===== config.mk =====
export PLATFORM = sky130hd
export DESIGN_NAME = light_result_readout_i2c
export DESIGN_NICKNAME = d
export VERILOG_FILES = /design/src/rtl/light_readout_pkg.sv /design/src/rtl/light_result_readout_i2c.sv /design/src/rtl/pin_sync3.sv
export VERILOG_INCLUDE_DIRS = /design/src /design/src/rtl
export SDC_FILE = /design/constraint.sdc
export NUM_CORES = 1
export LEC_CHECK = 0
export CORE_MARGIN = 5
export CORE_UTILIZATION = 62
export DETAILED_ROUTE_END_ITERATION = 10
export DONT_BUFFER_PORTS = 1
export GPL_TIMING_DRIVEN = 0
export PLACE_DENSITY = 0.78
export SLEW_MARGIN = 5
export SYNTH_ARGS = -nofsm -noshare
export SYNTH_HDL_FRONTEND = slang
export SYNTH_SLANG_ARGS = --single-unit

===== constraint.sdc =====
create_clock -name core_clk_i -period 5.3 [get_ports core_clk_i]
set_clock_uncertainty 0.2 [all_clocks]
set_input_delay 0.795 -clock core_clk_i [delete_from_list [all_inputs] [get_ports core_clk_i]]
set_output_delay 0.795 -clock core_clk_i [all_outputs]
set_load 0.1 [all_outputs]

===== src/rtl/light_readout_regs.svh =====
/*
 Register offsets, field positions, reset values and timing counts of the
 light result readout block. Assumes inclusion by bare name from rtl/.
*/
// Behaviour
// - Data-ready flag sets whenever a new light result is stored.
// - Data-ready flag clears after the host reads the high result byte.
// - Out-of-range measurement sets saturation flag: bit 1 light, bit 0 compensation.
// - Each finished conversion writes its 16-bit result into the register pair.
// - Reading the low byte freezes the high byte until it is read.
// - A byte takes nine clocks; a cut transfer holds the data line level.
// - General call followed by byte 0x06 performs a software reset.
// - Coming out of reset the device releases data; it never holds clock low.
// - Target answers at seven-bit address 0x38; direction bit 1 means read.
`ifndef LIGHT_READOUT_REGS_SVH
`define LIGHT_READOUT_REGS_SVH

`define TARGET_ADDR 7'h38
`define GCALL_ADDR 7'h00
`define GCALL_SWRESET 8'h06
`define REG_RESULT_STATUS 8'h17
`define REG_LIGHT_LOW 8'h1e
`define REG_LIGHT_HIGH 8'h1f
`define STAT_READY_BIT 7
`define STAT_LIGHT_SAT_BIT 1
`define STAT_COMP_SAT_BIT 0
`define RESULT_RESET 16'h0000
`define BYTE_CLOCKS 4'h9

`endif


===== src/rtl/light_readout_pkg.sv =====
/*
 Types shared by the light result readout block.
 Assumes nothing of its surroundings.
*/
package light_readout_pkg;
    typedef enum logic [2:0] {
        ST_IDLE,
        ST_ADDR,
        ST_REG,
        ST_WDATA,
        ST_RDATA,
        ST_GCALL,
        ST_SKIP
    } bus_state_t;
endpackage


===== src/rtl/light_result_readout_i2c.sv =====
/*
 I2C target holding the light result pair and the data status register.
 Assumes a measurement engine on core_clk_i that pulses conv_done_i with
 the result and saturation levels, and open-drain pads with pull-ups.
*/
`timescale 1ns/1ps
`include "light_readout_regs.svh"
module light_result_readout_i2c (
    input wire logic core_clk_i,
    input wire logic resetn_i,
    input wire logic scl_i,
    input wire logic sda_i,
    output logic sda_o,
    output logic sda_oe_n_o,
    input wire logic conv_done_i,
    input wire logic [15:0] light_result_word_i,
    input wire logic light_sat_i,
    input wire logic comp_sat_i,
    output logic soft_reset_o
);
    // ------------------------------------------------------------
    // Pin conditioning
    // ------------------------------------------------------------
    logic scl, sda;
    pin_sync3 u_scl (.core_clk_i(core_clk_i), .resetn_i(resetn_i),
        .pin_i(scl_i), .level_o(scl));
    pin_sync3 u_sda (.core_clk_i(core_clk_i), .resetn_i(resetn_i),
        .pin_i(sda_i), .level_o(sda));

    logic scl_d_ff, sda_d_ff;
    logic scl_rise, scl_fall, start_cond, stop_cond;
    assign scl_rise = scl & ~scl_d_ff;
    assign scl_fall = ~scl & scl_d_ff;
    assign start_cond = scl & scl_d_ff & sda_d_ff & ~sda;
    assign stop_cond = scl & scl_d_ff & ~sda_d_ff & sda;

    // ------------------------------------------------------------
    // Register and protocol state
    // ------------------------------------------------------------
    light_readout_pkg::bus_state_t st_ff, nxt_st;
    logic [3:0] bit_ff, nxt_bit;
    logic [7:0] shift_ff, nxt_shift;
    logic [7:0] ptr_ff, nxt_ptr;
    logic [7:0] tx_ff, nxt_tx;
    logic ack_ff, nxt_ack;
    logic rd_ff, nxt_rd;
    logic drive_low_ff, nxt_drive_low;
    logic [15:0] result_ff, nxt_result;
    logic [7:0] high_hold_ff, nxt_high_hold;
    logic hold_ff, nxt_hold;
    logic ready_ff, nxt_ready;
    logic lsat_ff, nxt_lsat;
    logic csat_ff, nxt_csat;
    logic swrst_ff, nxt_swrst;

    function automatic logic [7:0] read_reg(input logic [7:0] a,
        input logic [15:0] r, input logic [7:0] hh, input logic h,
        input logic rdy, input logic ls, input logic cs);
        logic [7:0] v;
        v = 8'h00;
        case (a)
            `REG_RESULT_STATUS: begin
                v[`STAT_READY_BIT] = rdy;
                v[`STAT_LIGHT_SAT_BIT] = ls;
                v[`STAT_COMP_SAT_BIT] = cs;
            end
            `REG_LIGHT_LOW: v = r[7:0];
            `REG_LIGHT_HIGH: v = h ? hh : r[15:8];
            default: v = 8'h00;
        endcase
        return v;
    endfunction

    always_comb begin
        nxt_st = st_ff;
        nxt_bit = bit_ff;
        nxt_shift = shift_ff;
        nxt_ptr = ptr_ff;
        nxt_tx = tx_ff;
        nxt_ack = ack_ff;
        nxt_rd = rd_ff;
        nxt_drive_low = drive_low_ff;
        nxt_result = result_ff;
        nxt_high_hold = high_hold_ff;
        nxt_hold = hold_ff;
        nxt_ready = ready_ff;
        nxt_lsat = lsat_ff;
        nxt_csat = csat_ff;
        nxt_swrst = 1'h0;

        // Clears come first so a same-cycle new result wins
        if (scl_fall && st_ff == light_readout_pkg::ST_RDATA &&
            bit_ff == 4'h8 && rd_ff) begin
            if (ptr_ff == `REG_LIGHT_LOW) begin
                nxt_high_hold = result_ff[15:8];
                nxt_hold = 1'h1;
            end else if (ptr_ff == `REG_LIGHT_HIGH) begin
                nxt_hold = 1'h0;
                nxt_ready = 1'h0;
            end
        end
        if (conv_done_i) begin
            nxt_result = light_result_word_i;
            nxt_ready = 1'h1;
            nxt_lsat = light_sat_i;
            nxt_csat = comp_sat_i;
        end

        if (start_cond) begin
            nxt_st = light_readout_pkg::ST_ADDR;
            // The START's own SCL fall must not count as a data bit:
            // it wraps the counter to zero before the first bit
            nxt_bit = 4'hf;
            nxt_drive_low = 1'h0;
        end else if (stop_cond) begin
            nxt_st = light_readout_pkg::ST_IDLE;
            nxt_drive_low = 1'h0;
        end else if (st_ff != light_readout_pkg::ST_IDLE &&
                     st_ff != light_readout_pkg::ST_SKIP) begin
            // Line only changes on SCL low; a short transfer just waits
            if (scl_rise && bit_ff < 4'h8) begin
                nxt_shift = {shift_ff[6:0], sda};
            end
            if (scl_rise && bit_ff == 4'h8) begin
                nxt_ack = ~sda; // Host ACK on reads
            end
            if (scl_fall) begin
                nxt_bit = bit_ff + 4'h1;
                if (bit_ff == 4'h7) begin
                    // Ninth clock: acknowledge slot
                    nxt_drive_low = 1'h0;
                    case (st_ff)
                        light_readout_pkg::ST_ADDR: begin
                            if (shift_ff[7:1] == `TARGET_ADDR) begin
                                nxt_drive_low = 1'h1;
                                nxt_rd = shift_ff[0];
                            end else if (shift_ff == 8'h00) begin
                                nxt_drive_low = 1'h1;
                                nxt_rd = 1'h0;
                            end else begin
                                nxt_st = light_readout_pkg::ST_SKIP;
                            end
                        end
                        light_readout_pkg::ST_RDATA: nxt_drive_low = 1'h0;
                        default: nxt_drive_low = 1'h1;
                    endcase
                end else if (bit_ff == 4'h8) begin
                    nxt_bit = 4'h0;
                    nxt_drive_low = 1'h0;
                    case (st_ff)
                        light_readout_pkg::ST_ADDR: begin
                            if (shift_ff == 8'h00) begin
                                nxt_st = light_readout_pkg::ST_GCALL;
                            end else if (rd_ff) begin
                                nxt_st = light_readout_pkg::ST_RDATA;
                                nxt_tx = read_reg(ptr_ff, result_ff,
                                    high_hold_ff, hold_ff, ready_ff,
                                    lsat_ff, csat_ff);
                                nxt_drive_low = ~nxt_tx[7];
                            end else begin
                                nxt_st = light_readout_pkg::ST_REG;
                            end
                        end
                        light_readout_pkg::ST_REG: begin
                            nxt_ptr = shift_ff;
                            nxt_st = light_readout_pkg::ST_WDATA;
                        end
                        light_readout_pkg::ST_WDATA: begin
                            // All held registers are read-only
                            nxt_ptr = ptr_ff + 8'h01;
                        end
                        light_readout_pkg::ST_GCALL: begin
                            if (shift_ff == `GCALL_SWRESET) begin
                                nxt_swrst = 1'h1;
                            end
                            nxt_st = light_readout_pkg::ST_SKIP;
                        end
                        light_readout_pkg::ST_RDATA: begin
                            if (ack_ff) begin
                                nxt_tx = read_reg(nxt_ptr + 8'h01,
                                    nxt_result, nxt_high_hold, nxt_hold,
                                    nxt_ready, nxt_lsat, nxt_csat);
                                nxt_ptr = ptr_ff + 8'h01;
                                nxt_drive_low = ~nxt_tx[7];
                            end else begin
                                nxt_st = light_readout_pkg::ST_SKIP;
                            end
                        end
                        default: nxt_st = light_readout_pkg::ST_SKIP;
                    endcase
                end else if (st_ff == light_readout_pkg::ST_RDATA) begin
                    nxt_tx = {tx_ff[6:0], 1'h0};
                    nxt_drive_low = ~tx_ff[6];
                end
            end
        end

        if (swrst_ff) begin
            // Programmable state returns to its reset values
            nxt_result = `RESULT_RESET;
            nxt_ready = 1'h0;
            nxt_lsat = 1'h0;
            nxt_csat = 1'h0;
            nxt_hold = 1'h0;
            nxt_ptr = 8'h00;
        end
    end

    always_ff @(posedge core_clk_i or negedge resetn_i) begin
        if (!resetn_i) begin
            scl_d_ff <= 1'h1;
            sda_d_ff <= 1'h1;
            st_ff <= light_readout_pkg::ST_IDLE;
            bit_ff <= 4'h0;
            shift_ff <= 8'h00;
            ptr_ff <= 8'h00;
            tx_ff <= 8'h00;
            ack_ff <= 1'h0;
            rd_ff <= 1'h0;
            drive_low_ff <= 1'h0;
            result_ff <= `RESULT_RESET;
            high_hold_ff <= 8'h00;
            hold_ff <= 1'h0;
            ready_ff <= 1'h0;
            lsat_ff <= 1'h0;
            csat_ff <= 1'h0;
            swrst_ff <= 1'h0;
        end else begin
            scl_d_ff <= scl;
            sda_d_ff <= sda;
            st_ff <= nxt_st;
            bit_ff <= nxt_bit;
            shift_ff <= nxt_shift;
            ptr_ff <= nxt_ptr;
            tx_ff <= nxt_tx;
            ack_ff <= nxt_ack;
            rd_ff <= nxt_rd;
            drive_low_ff <= nxt_drive_low;
            result_ff <= nxt_result;
            high_hold_ff <= nxt_high_hold;
            hold_ff <= nxt_hold;
            ready_ff <= nxt_ready;
            lsat_ff <= nxt_lsat;
            csat_ff <= nxt_csat;
            swrst_ff <= nxt_swrst;
        end
    end

    // Open drain: only ever pulls low; enable is active low
    assign sda_o = 1'h0;
    assign sda_oe_n_o = ~drive_low_ff;
    assign soft_reset_o = swrst_ff;
endmodule


===== src/rtl/pin_sync3.sv =====
/*
 Three-stage pin synchroniser with agreement filter.
 Assumes the pin is asynchronous to core_clk_i.
*/
`timescale 1ns/1ps
module pin_sync3 (
    input wire logic core_clk_i,
    input wire logic resetn_i,
    input wire logic pin_i,
    output logic level_o
);
    logic s1_ff, s2_ff, s3_ff, lvl_ff;
    logic nxt_lvl;

    // A change counts once stages two and three agree; bus idles high
    always_comb begin
        nxt_lvl = lvl_ff;
        if (s2_ff == s3_ff) begin
            nxt_lvl = s3_ff;
        end
    end

    always_ff @(posedge core_clk_i or negedge resetn_i) begin
        if (!resetn_i) begin
            s1_ff <= 1'h1;
            s2_ff <= 1'h1;
            s3_ff <= 1'h1;
            lvl_ff <= 1'h1;
        end else begin
            s1_ff <= pin_i;
            s2_ff <= s1_ff;
            s3_ff <= s2_ff;
            lvl_ff <= nxt_lvl;
        end
    end

    assign level_o = lvl_ff;
endmodule


==> metrics.md, run 1 <==
| Metric | Value |
|---|---|
| Outcome | finished, final reports clean |
| # diodes | 0 |
| Final setup margin | 2.03 ns |
| Initial antenna violation count | 0 |
| Fin crit period | 3.27 ns |
| Commonest cells after routing, fill and taps aside | 62 x dfrtp_1, 44 x nor2_1, 29 x nand2_1 |
| Routed wire length | 10400 microns |
| Max-Cap Viols | 0 |
| Max layer used | met4 |
| Leakage power | 1.89 nW |
| DR pass1 iterations | 8 |
| Post-synthesis cell area | 4180 sq um |
| Die area | 8480 sq um |
| Synthesized Nets | 458 |
| Worst Max-Slew Pin Slew | 0.949 ns |
| Total GRT Usage | 0.257 |
| Netlist cell types | 69 |
| Critical Path RT | 5.37 ns |
| Clk_lat worst skew | 0.35 ns |
| VDD IR-drop max | 195 uV |
| Dpl ws | 2.13 ns |
| Grt ovf | 0 |
| Via/cell ratio | 6.79 |
| CP arrival | ~3.4 ns |
| CTS tree | built |
| Reg2reg end | drive_low_ff |
| Area of the core | 6680 sq um |
| Post_cts resized | 0 |
| Routability Congestion | 0.921 |
| Crit end category | flip-flop |
| R2R depth | 7 |
| Num CTS Buffers | 9 |
| Max Clk Rate | 305 MHz |
| Number of post-CTS setup repair buffers | 0 |
| Worst Path Max Fanout | 10 |
| Clock slew at reported path FFs | 0.08 ns |
| # DRC | 0 |
| First-pass GRT wire length | 17000 microns |
| Post-synth top flop | dfrtp_1 |
| Relative slew slack | 0.366 |
| # setup viols final | 0 |
| R2r setup slk | 2.03 ns |
| Post-synth EDFFs | 0 |
| HPWL after detailed placement | approximately 7000 microns |
| Initial core utilization | 0.626 |
| Via Count | roughly 3600 |
| Synthesis Warnings | 0 |
| Fraction of registers with async set/reset | 1.00 |
| Share of cells above drive strength 1 | 0.139 |
| IO Port Bufs | 0 |
| Layout area overhead | 8.11% |
| HP Class | in2async |
| Cells after synthesis | roughly 430 |
| Met2 WL | between 4000 and 5000 microns |
| CP Launch Type | flip-flop |
| PwrDens | a little over 400 nW/um^2 |
| RSZ-0062 raised after global routing | false |
| Die Y | 92.1 microns |
| Row Count | 30 |
| Final period utilization | 0.618 |
| Vias in the first global route | approximately 3400 |
| Clk buf depth | 2 |
| Syn_area_per_cell | 9.74 sq um |
| Crit Path Class | reg2reg |
| M1 WL | about 4500 microns |
| Iter 0 DRT Violations | 305 |
| Most common cell after layout, fill and taps aside | dfrtp_1 |
| Synth Register Bits | 72 |
| Drt wl/cell | 19.7 microns |
| Fillers | 559 |
| Met3 routed WL | between 600 and 700 microns |
| Chip Width | about 90 microns |
| H-tree level count | 3 |
| Fin Hold WS | between 0.07 and 0.08 ns |
| Clock sink count | roughly 70 |
| Non-filler cells, final | roughly 530 |
| Largest net degree at the start of global routing | 63 |
| Pins Over Slew Limit | 0 |
| Clock Tree Root | clkbuf_8 |
| FF-to-FF Start | ptr_ff[0] |
| Nets | 470 |
| Top Ports | 26 |
| Hold Violations, Final | 0 |
| Antenna-violating nets left | 0 |
| Post-CTS Hold Buffers | 1 |
| Setup TNS | 0 ns |
| Dpl cells | around 500 |
| Seq/Total Area, Yosys | 0.434 |
==> how the worst max path moves through the flow <==
| stage | startpoint | slack (ns) | cells after the start | endpoint |
|---|---|---|---|---|
| after floorplan | conv_done_i | 2.86 | 6 | tx_ff[0] |
| after global placement | ptr_ff[0] | 2.18 | 7 | drive_low_ff |
| after detailed placement | ptr_ff[0] | 2.13 | 7 | drive_low_ff |
| after CTS | ptr_ff[0] | 2.11 | 7 | drive_low_ff |
| after global routing | ptr_ff[0] | 1.88 | 7 | drive_low_ff |
| final | ptr_ff[0] | 2.03 | 7 | drive_low_ff |
==> stage by stage <==
step	cell area, sq um	power (mW)	utilization
after floorplan	4180	1.21	-
after global placement	4280	1.32	0.641
after detailed placement	4280	1.35	0.641
after CTS	4520	1.84	0.676
after global routing	4520	1.95	0.676
final	4520	1.84	0.676
==> routing by layer <==
metal,GRT usage,up-vias
met4,0.129,0
met1,0.351,1739
li1,-,1635
met2,0.396,169
met5,0,-
met3,0.0435,29
==> sequential cells by signal, indices dropped and copies added, names as in the netlist, 3 cells and up <==
name,cells
bit_ff,4
result_ff,16
st_ff,3
shift_ff,8
tx_ff,7
high_hold_ff,8
ptr_ff,8
==> power breakdown <==
part	total [mW]	internal [mW]	switching, mW
clock network	0.471	0.263	0.207
registers	0.784	0.658	0.126
logic	0.584	0.220	0.363
==> Yosys cell counts, types with 5 or more instances <==
library cell  instances  share of area
mux2_2               18          0.048
nor2_1               44          0.040
a2bb2oi_1             7          0.015
nand2_1              29          0.026
o2bb2ai_1             6          0.013
clkbuf_1             19          0.017
and3_1                6         0.0090
o211ai_1              5         0.0090
inv_1                11         0.0099
dfrtp_1              62           0.37
dfstp_2              10          0.063
nand3_1              21          0.025
o21ai_0              18          0.022
a21oi_1              23          0.028
nor3_1               12          0.014
ha_1                  6          0.018
mux2i_1              26          0.062
==> worst max-delay path, stage by stage, from the launching register on <==
cell and delay (ns):
dfrtp_1 0.49, ha_1 0.20, clkbuf_1 0.38, nand3_1 0.46, o21ai_1 0.78, nand3_1 0.17
a221o_1 0.37, a21oi_1 0.15
==> cells by family after synthesis <==
kind of cell | synth area share
xor gates and xnor gates | 0.00838
buffers and inverters | 0.0332
adders and majority gates | 0.0227
AOI/OAI and AO/OA | 0.190
DFF | 0.434
other | 0.000897
muxes | 0.111
and+or+nand+nor | 0.200
==> cell type report <==
type / instances / area (sq um) / area share
sequential: 72 / 1810 / 0.401
timing repair buffer: 1 / 27.5 / 0.00609
buffer: 24 / 97.6 / 0.0216
clock buffer: 10 / 128 / 0.0282
multi-input combinational: 322 / 2230 / 0.493
inverter: 11 / 41.3 / 0.00914
clock inverter: 6 / 83.8 / 0.0185
tap: 80 / 100 / 0.0221
(Power assumes the default switching activity.)
==> run 2: changes to the inputs <==
--- a/config.mk
+++ b/config.mk
@@ -6,6 +6,7 @@
 export SDC_FILE = /design/constraint.sdc
 export NUM_CORES = 1
 export LEC_CHECK = 0
+export ABC_AREA = 1
 export CORE_MARGIN = 5
 export CORE_UTILIZATION = 62
 export DETAILED_ROUTE_END_ITERATION = 10
==> constraint.sdc (replaced) <==
create_clock -name core_clk_i -period 3.3 [get_ports core_clk_i]
set_clock_uncertainty 0.2 [all_clocks]
set_input_delay 0.495 -clock core_clk_i [delete_from_list [all_inputs] [get_ports core_clk_i]]
set_output_delay 0.495 -clock core_clk_i [all_outputs]
set_load 0.1 [all_outputs]
==> metrics.md, run 2 <==
| Metric | Value |
|---|---|
| Outcome | finished, final reports clean |
| Nets | 585 |
| Fin crit period | 2.42 ns |
| # setup viols final | 0 |
| Top post-synthesis cells by count | 116 x nand2_1, 63 x inv_1, 62 x dfrtp_1, 61 x nor2_1, 44 x o21ai_0 |
| Synthesis Warnings | 0 |
| Netlist cell types | 52 |
| Post-synthesis cell area | roughly 4200 sq um |
| Final Core Density | 0.683 |
| Pins Over Slew Limit | 0 |
| Largest register FFs | 16 |
| Area occupied by multi-input gates | between 2000 and 2500 sq um |
| Leakage power | between 2 and 2.5 nW |
| Syn_area_per_cell | 7.75 sq um |
| Gate power share | 0.316 |
| IO Port Bufs | 0 |
| Fillers | 551 |
| CP Launch Type | flip-flop |
| R2R depth | 15 |
| Clock Tree Root | clkbuf_8 |
| Initial antenna violation count | 0 |
| Cells after synthesis | ~540 |
| FF-to-FF Start | bit_ff[0] |
| Yosys top cell area share | 0.370 |
| Crit Path Class | reg2reg |
| VDD IR-drop max | slightly below 500 uV |
| Seq/Total Area, Yosys | 0.433 |
| Drt wl/cell | 15.1 microns |
| Synthesized Nets | 570 |
| Power share of the clock group | 0.268 |
| Most common cell after layout, fill and taps aside | nand2_1 |
| Worst Max-Slew Pin Slew | 0.995 ns |
| Worst Path Max Fanout | 10 |
| Clk buf depth | 2 |
| Post-synth EDFFs | 0 |
| Crit end category | flip-flop |
| Num CTS Buffers | 9 |
| Most frequent cell after synthesis | nand2_1 |
| RSZ-0062 raised after global routing | false |
| # DRC | 0 |
| Critical Path RT | 3.39 ns |
| CP arrival | around 2.5 ns |
| Grt ovf | 0 |
| Top Ports | 26 |
| Sw frac | 0.390 |
| Max Clk Rate | 413 MHz |
| Die Y | between 90 and 100 microns |
| Synth top area cells | dfrtp_1 37%, nand2_1 10%, dfstp_2 6.3% |
| Commonest cells after routing, fill and taps aside | 116 x nand2_1, 63 x inv_1, 62 x dfrtp_1 |
| Fraction of registers with async set/reset | 1.00 |
| Via/cell ratio | 5.68 |
| Cell internal pwr | 1.68 mW |
| Layout area overhead | 8.89% |
| Die area | 8510 sq um |
| First-pass GRT wire length | 16200 microns |
| Routability Congestion | 0.895 |
| Row Count | 30 |
| Storage cell area | 1810 sq um |
| HP Class | in2reg |
| Post_cts resized | 0 |
| Clk_lat worst skew | around 0.35 ns |
| Share of cells above drive strength 1 | 0.139 |
| Hold endpoint | result_ff[7] |
| Post-synth top flop | dfrtp_1 |
| Vias in the first global route | ~3400 |
| # diodes | 0 |
| Top cell type by total area after synthesis | dfrtp_1 |
| Final period utilization | 0.734 |
| Largest net degree at the start of global routing | 73 |
| Hold Violations, Final | 0 |
| Clock sink count | 72 |
| CTS tree | built |
| Routed wire length | 9680 microns |
| Total GRT Usage | 0.243 |
| Setup TNS | 0 ns |
| HPWL after detailed placement | 6960 microns |
| Iter 0 DRT Violations | 272 |
| Min-delay src | light_result_word_i[7] |
| H-tree level count | 3 |
| Via Count | roughly 3600 |
| Sequential Power Share | 0.416 |
| Area of the core | 6680 sq um |
| Reg2reg end | tx_ff[0] |
| DR pass1 iterations | 6 |
| Initial core utilization | 0.628 |
| PwrDens | 603 nW/um^2 |
| Antenna-violating nets left | 0 |
| Clock slew at reported path FFs | 0.08 ns |
| Synth Register Bits | between 70 and 80 |
| Max-Cap Viols | 0 |
| Switching pwr | 1.07 mW |
| Relative slew slack | 0.337 |
| Chip Width | 92.2 microns |
| Top reg by flops | result_ff |
| Worst Hold Depth | 2 |
| R2r setup slk | around 0.88 ns |
[run 2: cell count changes in the layout (fill, tap and decap cells not counted), moves of 13 or more]
cell / before / now
nand2_1: 29 / 116
nor2_1: 44 / 61
mux2i_1: 26 / 8
mux2_2: 18 / 0
o21ai_0: 18 / 44
inv_1: 11 / 63
o21ai_1: 3 / 16
[run 2: logic make-up (layout without fill, tap and decap cells)]
| family | count (synthesis) | after routing | synth area share |
|---|---|---|---|
| AOI/OAI and AO/OA | 103 | 103 | 0.137 |
| buffers and inverters | 88 | 108 | 0.0883 |
| adders and majority gates | 8 | 8 | 0.0227 |
| other | 1 | 1 | 0.000894 |
| DFF | 72 | 72 | 0.433 |
| and+or+nand+nor | 260 | 260 | 0.297 |
| muxes | 8 | 8 | 0.0191 |
| xor gates and xnor gates | 1 | 1 | 0.00209 |
[run 2: area by class of cell]
class                   instances  share of cell area
multi-input cells             381               0.440
flip-flops and latches         72               0.397
inverters                      71              0.0606
clock buffers                  11              0.0381
well taps                      80              0.0219
plain buffers                  17              0.0206
repair buffers                  4              0.0126
clock inverters                 5             0.00904
[run 2: repair_timing]
item                      CTS  global route
hold buffers                4             0
hold endpoints to repair   74             0
buffers inserted            0             0
[run 2: worst max path at each step]
| stage | start | endpoint | slack [ns] |
|---|---|---|---|
| after global placement | bit_ff[0] | drive_low_ff | 0.97 |
| final | bit_ff[0] | tx_ff[0] | 0.88 |
| after floorplan | bit_ff[0] | tx_ff[0] | 1.25 |
| after global routing | bit_ff[0] | tx_ff[0] | 0.68 |
| after CTS | bit_ff[0] | tx_ff[0] | 0.89 |
| after detailed placement | bit_ff[0] | tx_ff[0] | 0.91 |
[run 2: power groups by stage]
| stage | logic, mW | clock network (mW) | registers [mW] |
|---|---|---|---|
| 5_1_grt | 0.970 | 0.805 | 1.16 |
| 4_1_cts | 0.859 | 0.755 | 1.14 |
| 3_3_place_gp | 0.808 | 0 | 1.15 |
| 2_1_floorplan | 0.670 | 0 | 1.13 |
| 3_5_place_dp | 0.829 | 0 | 1.16 |
| 6_report | 0.869 | 0.739 | 1.14 |
[run 2: per-layer routing]
layer | global-route usage | wire length [microns]
met1 | 0.323 | 4260
met2 | 0.394 | 4600
met3 | 0.0517 | 571
met4 | 0.0829 | 254
met5 | 0 | 0
[run 2: through the flow]
| step | cells | worst slack, ns | area, sq um | hold WS (ns) | total power [mW] |
|---|---|---|---|---|---|
| final | 641 | 0.879 | 4570 | 0.134 | 2.75 |
| after global routing | 641 | 0.679 | 4570 | 0.128 | 2.94 |
| after CTS | 641 | 0.887 | 4570 | 0.122 | 2.76 |
| after detailed placement | 621 | 0.908 | 4290 | 0.00114 | 1.99 |
| after global placement | 621 | 0.973 | 4290 | 0.00127 | 1.96 |
| after floorplan | 541 | 1.25 | 4190 | -0.000591 | 1.80 |
[run 2: worst max-delay path, cell delays in order (launching register included)]
cell and delay, ns:
dfrtp_1 0.38, inv_1 0.12, ha_1 0.19, nand2_1 0.09
nor2_4 0.15, nand2_1 0.13, nor2_4 0.19, nand2_4 0.11
buf_6 0.16, o21ai_2 0.12, nand2_1 0.06, o21ai_1 0.11
nand2_1 0.07, o211ai_1 0.10, nand2_1 0.08, nand2_1 0.07
